File: config.mk
export PLATFORM = sky130hd
export DESIGN_NAME = bhsp_port
export DESIGN_NICKNAME = d
export VERILOG_FILES = /design/src/core/bhsp_pkg.sv /design/src/core/bhsp_port.sv
export VERILOG_INCLUDE_DIRS = /design/src /design/src/core
export SDC_FILE = /design/constraint.sdc
export NUM_CORES = 2
export LEC_CHECK = 0
export BUFFER_PORTS_ARGS = -buffer_cell sky130_fd_sc_hd__buf_2
export CORE_ASPECT_RATIO = 0.6
export CORE_UTILIZATION = 55
export CTS_BUF_LIST = sky130_fd_sc_hd__clkbuf_4 sky130_fd_sc_hd__clkbuf_8
export DETAILED_ROUTE_END_ITERATION = 6
export GPL_ROUTABILITY_DRIVEN = 0
export PLACE_DENSITY = 0.71
export SLEW_MARGIN = 15
export SYNTH_ARGS = -nofsm -noshare
export SYNTH_HDL_FRONTEND = slang
export SYNTH_SLANG_ARGS = --single-unit
File: constraint.sdc
create_clock -name clk -period 7.7 [get_ports clk]
set_clock_uncertainty 0.15 [all_clocks]
set_input_delay 0.385 -clock clk [delete_from_list [all_inputs] [get_ports clk]]
set_output_delay 0.385 -clock clk [all_outputs]
set_load 0.1 [all_outputs]
File: src/core/bhsp_regs.svh
`ifndef BHSP_REGS_SVH
`define BHSP_REGS_SVH

// Host space geometry: 64 quadlet registers seen as 256 bytes.
`define BHSP_NUM_QUADLETS 64
`define BHSP_BYTE_SPACE 256
// Quadlet index of the request and response receive queue ports.
`define BHSP_RX_REQUEST_QUEUE_PORT 6'h30
`define BHSP_RX_RESPONSE_QUEUE_PORT 6'h31
// Depth of each receive queue buffer in quadlets.
`define BHSP_QUEUE_DEPTH 32
// Reset values of the shadows and the byte bus.
`define BHSP_SHADOW_RESET 32'h0000_0000
`define BHSP_BYTE_RESET 8'h00

`endif

File: src/core/bhsp_pkg.sv
package bhsp_pkg;

   // Host address as nine pins: update line, quadlet index, byte lane.
   typedef struct packed {
      logic shadow_update;
      logic [5:0] quadlet_index;
      logic [1:0] byte_lane;
   } bhsp_addr_t;

   // One receive queue entry: end-of-packet mark and the quadlet.
   typedef struct packed {
      logic last;
      logic [31:0] data;
   } bhsp_qent_t;

   // Internal register access request.
   typedef struct packed {
      logic strobe;
      logic [5:0] index;
      logic [31:0] data;
   } bhsp_regreq_t;

endpackage

File: src/core/bhsp_port.sv
`timescale 1ns/10ps

////////////////////////////////////////////////////////////////////////////////
// Receive queue buffer with registered ready and empty.
module bhsp_fifo #(
   parameter int W = 33,
   parameter int DEPTH = 32
) (
   input wire logic clk,
   input wire logic rstn,
   input wire logic [W-1:0] in_data,
   input wire logic in_valid,
   output logic in_ready,
   output logic [W-1:0] out_data,
   output logic out_valid,
   input wire logic out_ready
);
   localparam int AW = $clog2(DEPTH);
   logic [W-1:0] mem_r [DEPTH];
   logic [AW-1:0] wp_r;
   logic [AW-1:0] rp_r;
   logic [AW:0] cnt_r;
   logic [AW:0] cnt_nxt;
   logic space_r;
   logic empty_r;
   logic push;
   logic pop;

   // Ready is a flop of its own, low in reset, so the source never sees a gated ready.
   assign push = in_valid & space_r;
   assign pop = out_ready & ~empty_r;
   assign in_ready = space_r;
   assign out_valid = ~empty_r;
   assign out_data = mem_r[rp_r];

   // Occupancy moves by one at most; push and pop together cancel.
   always_comb
   begin
      cnt_nxt = cnt_r;
      if (push && !pop)
         cnt_nxt = cnt_r + (AW+1)'(1);
      else if (pop && !push)
         cnt_nxt = cnt_r - (AW+1)'(1);
   end

   // Pointers and flags.
   always_ff @(posedge clk or negedge rstn)
   begin
      if (!rstn)
      begin
         wp_r <= '0;
         rp_r <= '0;
         cnt_r <= '0;
         space_r <= 1'b0;
         empty_r <= 1'b1;
      end
      else
      begin
         if (push)
            wp_r <= (wp_r == AW'(DEPTH - 1)) ? '0 : wp_r + AW'(1);
         if (pop)
            rp_r <= (rp_r == AW'(DEPTH - 1)) ? '0 : rp_r + AW'(1);
         cnt_r <= cnt_nxt;
         space_r <= (cnt_nxt != (AW+1)'(DEPTH));
         empty_r <= (cnt_nxt == '0);
      end
   end

   // Storage has no reset; only written words are ever read.
   always_ff @(posedge clk)
   begin
      if (push)
         mem_r[wp_r] <= in_data;
   end
endmodule

////////////////////////////////////////////////////////////////////////////////
// Byte host port with read and write shadows and two receive queues.
`include "bhsp_regs.svh"
module bhsp_port #(
   parameter int DEPTH = `BHSP_QUEUE_DEPTH
) (
   input wire logic clk,
   input wire logic rstn,
   input wire logic host_select_n,
   input wire logic host_read_strobe_n,
   input wire logic host_write_strobe_n,
   input wire bhsp_pkg::bhsp_addr_t host_addr,
   input wire logic [7:0] host_byte_bus_in,
   output logic [7:0] host_byte_bus_out,
   output logic host_byte_bus_oe,
   output logic host_irq_n_out,
   output logic host_irq_n_oe,
   input wire logic irq_request,
   output bhsp_pkg::bhsp_regreq_t reg_rd,
   input wire logic [31:0] reg_rd_data,
   output bhsp_pkg::bhsp_regreq_t reg_wr,
   input wire bhsp_pkg::bhsp_qent_t rx_request_in,
   input wire logic rx_request_valid,
   output logic rx_request_ready,
   input wire bhsp_pkg::bhsp_qent_t rx_response_in,
   input wire logic rx_response_valid,
   output logic rx_response_ready,
   output logic rx_request_avail,
   output logic rx_response_avail,
   output logic rx_request_last,
   output logic rx_response_last,
   output logic rx_request_err,
   output logic rx_response_err
);
   import bhsp_pkg::*;

   logic [2:0] ctl_s1_r;
   logic [2:0] ctl_s2_r;
   bhsp_addr_t addr_s1_r;
   bhsp_addr_t addr_s2_r;
   logic [7:0] din_s1_r;
   logic [7:0] din_s2_r;
   logic rd_d_r;
   logic wr_d_r;
   logic rd_lvl;
   logic wr_lvl;
   logic rd_start;
   logic wr_start;
   logic [31:0] rshadow_r;
   logic [31:0] wshadow_r;
   logic [31:0] wshadow_nxt;
   bhsp_qent_t xfer_r [2];
   logic [1:0] xfer_valid_r;
   logic [1:0] fifo_valid;
   logic [1:0] fifo_take;
   logic [1:0] pop;
   logic [1:0] pop_try;
   bhsp_qent_t fifo_data [2];
   logic [1:0] last_r;
   logic [1:0] err_r;
   logic [7:0] byte_sel;

   ////////////////////////////////////////////////////////////////////////////
   // Strobes, address and data pass two flops; order is select, read, write.
   always_ff @(posedge clk or negedge rstn)
   begin
      if (!rstn)
      begin
         ctl_s1_r <= 3'h7;
         ctl_s2_r <= 3'h7;
         addr_s1_r <= '0;
         addr_s2_r <= '0;
         din_s1_r <= `BHSP_BYTE_RESET;
         din_s2_r <= `BHSP_BYTE_RESET;
      end
      else
      begin
         ctl_s1_r <= {host_select_n, host_read_strobe_n, host_write_strobe_n};
         ctl_s2_r <= ctl_s1_r;
         addr_s1_r <= host_addr;
         addr_s2_r <= addr_s1_r;
         din_s1_r <= host_byte_bus_in;
         din_s2_r <= din_s1_r;
      end
   end

   // Access level is select and strobe both low; whichever falls last starts it.
   assign rd_lvl = ~ctl_s2_r[2] & ~ctl_s2_r[1];
   assign wr_lvl = ~ctl_s2_r[2] & ~ctl_s2_r[0];
   assign rd_start = rd_lvl & ~rd_d_r;
   assign wr_start = wr_lvl & ~wr_d_r;

   // Edge memory so a long read acts only once.
   always_ff @(posedge clk or negedge rstn)
   begin
      if (!rstn)
      begin
         rd_d_r <= 1'b0;
         wr_d_r <= 1'b0;
      end
      else
      begin
         rd_d_r <= rd_lvl;
         wr_d_r <= wr_lvl;
      end
   end

   ////////////////////////////////////////////////////////////////////////////
   // Update read at a queue port tries a pop; elsewhere it snapshots a register.
   assign pop_try[0] = rd_start & addr_s2_r.shadow_update
      & (addr_s2_r.quadlet_index == `BHSP_RX_REQUEST_QUEUE_PORT);
   assign pop_try[1] = rd_start & addr_s2_r.shadow_update
      & (addr_s2_r.quadlet_index == `BHSP_RX_RESPONSE_QUEUE_PORT);
   assign pop = pop_try & xfer_valid_r;

   // Internal read request; the register space answers in the same cycle.
   always_ff @(posedge clk or negedge rstn)
   begin
      if (!rstn)
         reg_rd <= '0;
      else
      begin
         reg_rd.strobe <= rd_start & addr_s2_r.shadow_update & ~|pop_try;
         reg_rd.index <= addr_s2_r.quadlet_index;
         reg_rd.data <= `BHSP_SHADOW_RESET;
      end
   end

   // Read shadow changes only on a snapshot or a pop, never on plain reads.
   always_ff @(posedge clk or negedge rstn)
   begin
      if (!rstn)
         rshadow_r <= `BHSP_SHADOW_RESET;
      else if (reg_rd.strobe)
         rshadow_r <= reg_rd_data;
      else if (pop[0])
         rshadow_r <= xfer_r[0].data;
      else if (pop[1])
         rshadow_r <= xfer_r[1].data;
   end

   // Lane 0 is the most significant byte.
   always_comb
   begin
      case (addr_s2_r.byte_lane)
         2'h0: byte_sel = rshadow_r[31:24];
         2'h1: byte_sel = rshadow_r[23:16];
         2'h2: byte_sel = rshadow_r[15:8];
         2'h3: byte_sel = rshadow_r[7:0];
         default: byte_sel = `BHSP_BYTE_RESET;
      endcase
   end

   // Byte mux follows the lane lines during a held read; no new access needed.
   always_ff @(posedge clk or negedge rstn)
   begin
      if (!rstn)
      begin
         host_byte_bus_out <= `BHSP_BYTE_RESET;
         host_byte_bus_oe <= 1'b0;
      end
      else
      begin
         host_byte_bus_out <= byte_sel;
         host_byte_bus_oe <= rd_lvl;
      end
   end

   ////////////////////////////////////////////////////////////////////////////
   // Write shadow: one lane per write; other lanes keep their last value.
   always_comb
   begin
      wshadow_nxt = wshadow_r;
      case (addr_s2_r.byte_lane)
         2'h0: wshadow_nxt[31:24] = din_s2_r;
         2'h1: wshadow_nxt[23:16] = din_s2_r;
         2'h2: wshadow_nxt[15:8] = din_s2_r;
         2'h3: wshadow_nxt[7:0] = din_s2_r;
         default: wshadow_nxt = wshadow_r;
      endcase
   end

   always_ff @(posedge clk or negedge rstn)
   begin
      if (!rstn)
         wshadow_r <= `BHSP_SHADOW_RESET;
      else if (wr_start)
         wshadow_r <= wshadow_nxt;
   end

   // Commit is one strobe carrying the whole merged quadlet.
   always_ff @(posedge clk or negedge rstn)
   begin
      if (!rstn)
         reg_wr <= '0;
      else
      begin
         reg_wr.strobe <= wr_start & addr_s2_r.shadow_update;
         reg_wr.index <= addr_s2_r.quadlet_index;
         reg_wr.data <= wshadow_nxt;
      end
   end

   ////////////////////////////////////////////////////////////////////////////
   // Two queues: buffer, then a transfer register refilled without host help.
   bhsp_fifo #(.W(33), .DEPTH(DEPTH)) u_req_q (
      .clk(clk),
      .rstn(rstn),
      .in_data(rx_request_in),
      .in_valid(rx_request_valid),
      .in_ready(rx_request_ready),
      .out_data(fifo_data[0]),
      .out_valid(fifo_valid[0]),
      .out_ready(fifo_take[0])
   );

   bhsp_fifo #(.W(33), .DEPTH(DEPTH)) u_rsp_q (
      .clk(clk),
      .rstn(rstn),
      .in_data(rx_response_in),
      .in_valid(rx_response_valid),
      .in_ready(rx_response_ready),
      .out_data(fifo_data[1]),
      .out_valid(fifo_valid[1]),
      .out_ready(fifo_take[1])
   );

   // A transfer register takes a new head when empty or being popped now.
   assign fifo_take = ~xfer_valid_r | pop;

   // Transfer registers, last flags and error pulses per queue.
   always_ff @(posedge clk or negedge rstn)
   begin
      if (!rstn)
      begin
         xfer_valid_r <= 2'h0;
         xfer_r[0] <= '0;
         xfer_r[1] <= '0;
         last_r <= 2'h0;
         err_r <= 2'h0;
      end
      else
      begin
         for (int q = 0; q < 2; q++)
         begin
            if (fifo_take[q] && fifo_valid[q])
            begin
               xfer_r[q] <= fifo_data[q];
               xfer_valid_r[q] <= 1'b1;
            end
            else if (pop[q])
               xfer_valid_r[q] <= 1'b0;
            if (pop[q])
               last_r[q] <= xfer_r[q].last;
            err_r[q] <= pop_try[q] & ~xfer_valid_r[q];
         end
      end
   end

   // Status outputs straight from the flops above.
   assign rx_request_avail = xfer_valid_r[0];
   assign rx_response_avail = xfer_valid_r[1];
   assign rx_request_last = last_r[0];
   assign rx_response_last = last_r[1];
   assign rx_request_err = err_r[0];
   assign rx_response_err = err_r[1];

   // Open-drain interrupt: pull low while the core requests it.
   always_ff @(posedge clk or negedge rstn)
   begin
      if (!rstn)
      begin
         host_irq_n_out <= 1'b0;
         host_irq_n_oe <= 1'b0;
      end
      else
      begin
         host_irq_n_out <= 1'b0;
         host_irq_n_oe <= irq_request;
      end
   end
endmodule

==> qor.log <==
qor: layout.seqCellArea 70000 um2
qor: clock_network.tritoncts_num_sinks 2375
qor: setup_path.worst-endpoint-arrival 4710 ps
qor: layout.drive_above_1_share 0.342
qor: setup_path.critical_path_s_slowest_cell sky130_fd_sc_hd__dfrtp_4
qor: layout.fillers 11000
qor: clock_network.cts-buffers-inserted 336
qor: setup_path.required 8360 ps
qor: clock_network.clock_tree.htree_level_count 5
qor: synth.yosysUniqueCellTypes 55
qor: flow_run.cap_violations 0
qor: detailed_routing.drc 0
qor: timing.fin_setup_tns 0 ps
qor: timing.hold_viol_final 0
qor: timing.final_count_of_pins_violating_max_slew 0
qor: global_route.initial_antenna_violation_count 13
qor: timing.setup_repair_after_global_routing_missed_its_margin false
qor: timing.worst_path_setup_slack_after_routing 3650 ps
qor: layout.most-common-layout-cells sky130_fd_sc_hd__edfxtp_1 (2112), sky130_fd_sc_hd__mux4_2 (635), sky130_fd_sc_hd__clkbuf_8 (357), sky130_fd_sc_hd__dfrtp_1 (244), sky130_fd_sc_hd__buf_2 (185)
qor: run_status.run_status complete, no violations
qor: layout.final_net_count 4778
qor: clock_network.clock_latency 950 ps
qor: floorplanning.fp.dieH 317 um
qor: synth.synthesis.yosys.warnings 0
qor: synth.synth.ff_latch_count 2375
qor: floorplanning.fp.dieArea 168000 um2
qor: synth.synth_xor_area_frac 0.00106
qor: setup_path.crit_path_max_incr_delay 1090 ps
qor: global_route.pin_count_of_the_biggest_net_entering_global_routing 126
qor: synth.seq_area_frac_synth 0.767
qor: floorplanning.start_util 0.555
qor: clock_network.cts_resized 0
qor: pwr.clock_power_share 0.345
qor: global_route.grt_pass1_vias 44700
qor: detailed_routing.drt-vias-per-instance 6.37
qor: layout.signed_area_change_from_the_synthesized_netlist_to_the_final_layout 13.4%
qor: floorplanning.die_width 528 um
qor: setup_path.crit_path_start u_rsp_q.rp_r[0]$_DFFE_PN0P_
qor: timing.final_critical_delay_including_setup_and_external_delays 4050 ps
qor: placement.pre_cts_ws 3550 ps
qor: timing.slew_headroom 0.179
qor: global_route.global_route_usage_over_all_layers 0.277
qor: floorplanning.core 164000 um2
qor: clock_network.cts.path.max_buffers 4
qor: timing.maxClockFrequency 247 MHz
qor: synth.synth_area_per_cell 22.3 um2
qor: detailed_routing.route.final.wire_length 230000 um
qor: pwr.ir_worst_vdd 0.000231 V
qor: detailed_routing.iteration_0_drc_count_of_the_detailed_router 6555
qor: timing.min_period_over_period 0.526
qor: global_route.grt_first_pass_wirelength 326000 um
qor: synth.dominantRegCellSynth sky130_fd_sc_hd__edfxtp_1
qor: clock_network.clock-root-buffer sky130_fd_sc_hd__clkbuf_8
qor: global_route.grt_remaining_overflow 0
qor: layout.final_common_cell sky130_fd_sc_hd__edfxtp_1
qor: detailed_routing.final_antenna_net_count 0
qor: timing.timing.final.setup_violations 0
qor: synth.synth_compound_gate_area_share 0.0157
qor: setup_path.timing_worst_setup_path_type reg2reg
qor: timing.worstMarginPinSlew 1210 ps
qor: synth.synth-edff-count 2112
qor: synth.synth_mux_area_frac 0.182
qor: setup_path.crit_path_end_kind flip-flop
qor: placement.post-dp-hpwl 127000 um
qor: setup_path.cpLargestDelayFamily multiplexers
qor: layout.total_area_of_multi_input_combinational_cells 20600 um2
qor: synth.synth_top_family_by_area multiplexers
qor: setup_path.crit_path_max_fanout 47
qor: setup_path.r2r_start u_rsp_q.rp_r[0]$_DFFE_PN0P_
qor: synth.synthesis.instances 4100
qor: synth.synthArstFlopShare 0.111
qor: detailed_routing.vias 45400
qor: clock_network.path_clk_slew 70 ps
qor: placement.io_buffers 186
qor: synth.synthAdderAreaFrac 0.00247
qor: pwr.combPwrFrac 0.128
qor: setup_path.crit_chain buf_4 > buf_4 > mux4_2 > mux4_2 > mux2i_1 > o21ai_0
qor: pwr.p_int 21500 uW
qor: worst_hold_path.startpoint_of_the_most_critical_hold_path addr_s1_r[8]$_DFF_PN0_
qor: pwr.net-switching-power 7700 uW
qor: detailed_routing.drt_pre_antenna_iters 5
qor: pwr.sw_frac_of_total 0.264
qor: pwr.power_leakage 0.0341 uW
qor: setup_path.path_buf_inv 2
qor: floorplanning.fp-row-count 115
qor: detailed_routing.routed_wirelength_normalized_by_instance_count 32.3 um
qor: setup_path.worstSetupStartpointType flip-flop
qor: floorplanning.number_of_top_level_pins 220
qor: worst_hold_path.class_of_the_tightest_hold_or_removal_check reg2reg
qor: clock_network.tritoncts built
qor: pwr.sequentialPowerShare 0.526
qor: clock_network.post-cts-setup-buffers 0
qor: synth.post_synth_and_or_nand_nor_area_fraction 0.0176
qor: pwr.power.density 282 nW/um2
qor: synth.synth.cell_area 91200 um2
==> per-layer routing <==
layer,GRT usage,part of all wire
met1,0.437,0.42
met2,0.374,0.42
met3,0.0874,0.13
met4,0.0709,0.023
met5,0,0.00032
==> power groups by stage <==
stage / Combinational (uW) / Sequential, uW / Clock, uW
2_1_floorplan: 1960 / 16000 / 0
3_3_place_gp: 3610 / 15600 / 0
3_5_place_dp: 3670 / 15600 / 0
4_1_cts: 3750 / 15300 / 10200
5_1_grt: 3940 / 15400 / 10800
6_report: 3750 / 15400 / 10100
==> area by class of cell <==
cell class / count / share of cell area
inverter: 9 / 0.000326
antenna: 6 / 0.000145
tap: 2223 / 0.0269
sequential: 2375 / 0.677
timing repair buffer: 431 / 0.0315
clock inverter: 124 / 0.00926
clock buffer: 478 / 0.0563
multi-input combinational: 1484 / 0.199
==> sequential cells by signal, indices dropped and copies added, names as in the netlist, 9 cells and up <==
signal,count
u_req_q.mem_r,1056
u_rsp_q.mem_r,1056
xfer_r,66
reg_wr,39
rshadow_r,32
wshadow_r,32
addr_s1_r,9
addr_s2_r,9
==> cell families after synthesis <==
family | after synthesis
flops | 2375
mux | 837
simple gates | 344
buf+inv | 273
compound gates | 241
fa+ha+maj | 18
xor+xnor | 11
other cells | 1
==> worst paths after layout <==
kind	endpoint	slack, ps	cells past startpoint
hold / removal	addr_s2_r[8]$_DFF_PN0_	200	0
min in group asynchronous	u_rsp_q.empty_r$_DFF_PN1_	530	3
setup / recovery	xfer_r[26]$_DFFE_PN0P_	3650	6
max in group asynchronous	u_req_q.rp_r[1]$_DFFE_PN0P_	5840	4
hold reg to reg	addr_s2_r[8]$_DFF_PN0_	200	0
setup reg to reg	xfer_r[26]$_DFFE_PN0P_	3650	6
==> what timing repair did <==
item,in CTS,in global routing
setup endpoints to repair,0,0
hold buffers,145,0
endpoints found under the hold margin,2273,0
==> per-stage QoR <==
stage                     total power, uW  utilization  hold slack, ps  area (um2)  std cells
after floorplan                     17900            -           -60.6       91400       4132
after global placement              19200        0.580             184       95200       6377
after detailed placement            19300        0.580             186       95200       6377
after CTS                           29300        0.630             201      103000       7124
after global routing                30100        0.630             207      103000       7125
final                               29200        0.630             200      103000       7130
==> synth_stat cells, types with 9 or more instances <==
| cell type | n | area share |
|---|---|---|
| sky130_fd_sc_hd__a211oi_1 | 67 | 0.0055 |
| sky130_fd_sc_hd__a21oi_1 | 39 | 0.0021 |
| sky130_fd_sc_hd__buf_1 | 15 | 0.00062 |
| sky130_fd_sc_hd__buf_2 | 62 | 0.0034 |
| sky130_fd_sc_hd__buf_4 | 45 | 0.0037 |
| sky130_fd_sc_hd__clkbuf_1 | 139 | 0.0057 |
| sky130_fd_sc_hd__dfrtp_1 | 255 | 0.070 |
| sky130_fd_sc_hd__edfxtp_1 | 2112 | 0.70 |
| sky130_fd_sc_hd__ha_1 | 18 | 0.0025 |
| sky130_fd_sc_hd__inv_1 | 9 | 0.00037 |
| sky130_fd_sc_hd__mux2_2 | 72 | 0.0089 |
| sky130_fd_sc_hd__mux2_4 | 30 | 0.0049 |
| sky130_fd_sc_hd__mux2i_1 | 100 | 0.011 |
| sky130_fd_sc_hd__mux4_2 | 635 | 0.16 |
| sky130_fd_sc_hd__nand2_1 | 144 | 0.0059 |
| sky130_fd_sc_hd__nand3_1 | 15 | 0.00082 |
| sky130_fd_sc_hd__nand3b_1 | 9 | 0.00074 |
| sky130_fd_sc_hd__nor2_1 | 91 | 0.0037 |
| sky130_fd_sc_hd__nor2b_1 | 37 | 0.0025 |
| sky130_fd_sc_hd__nor3_1 | 9 | 0.00049 |
| sky130_fd_sc_hd__o21ai_0 | 118 | 0.0065 |
Power figures use the tool's default switching activity.
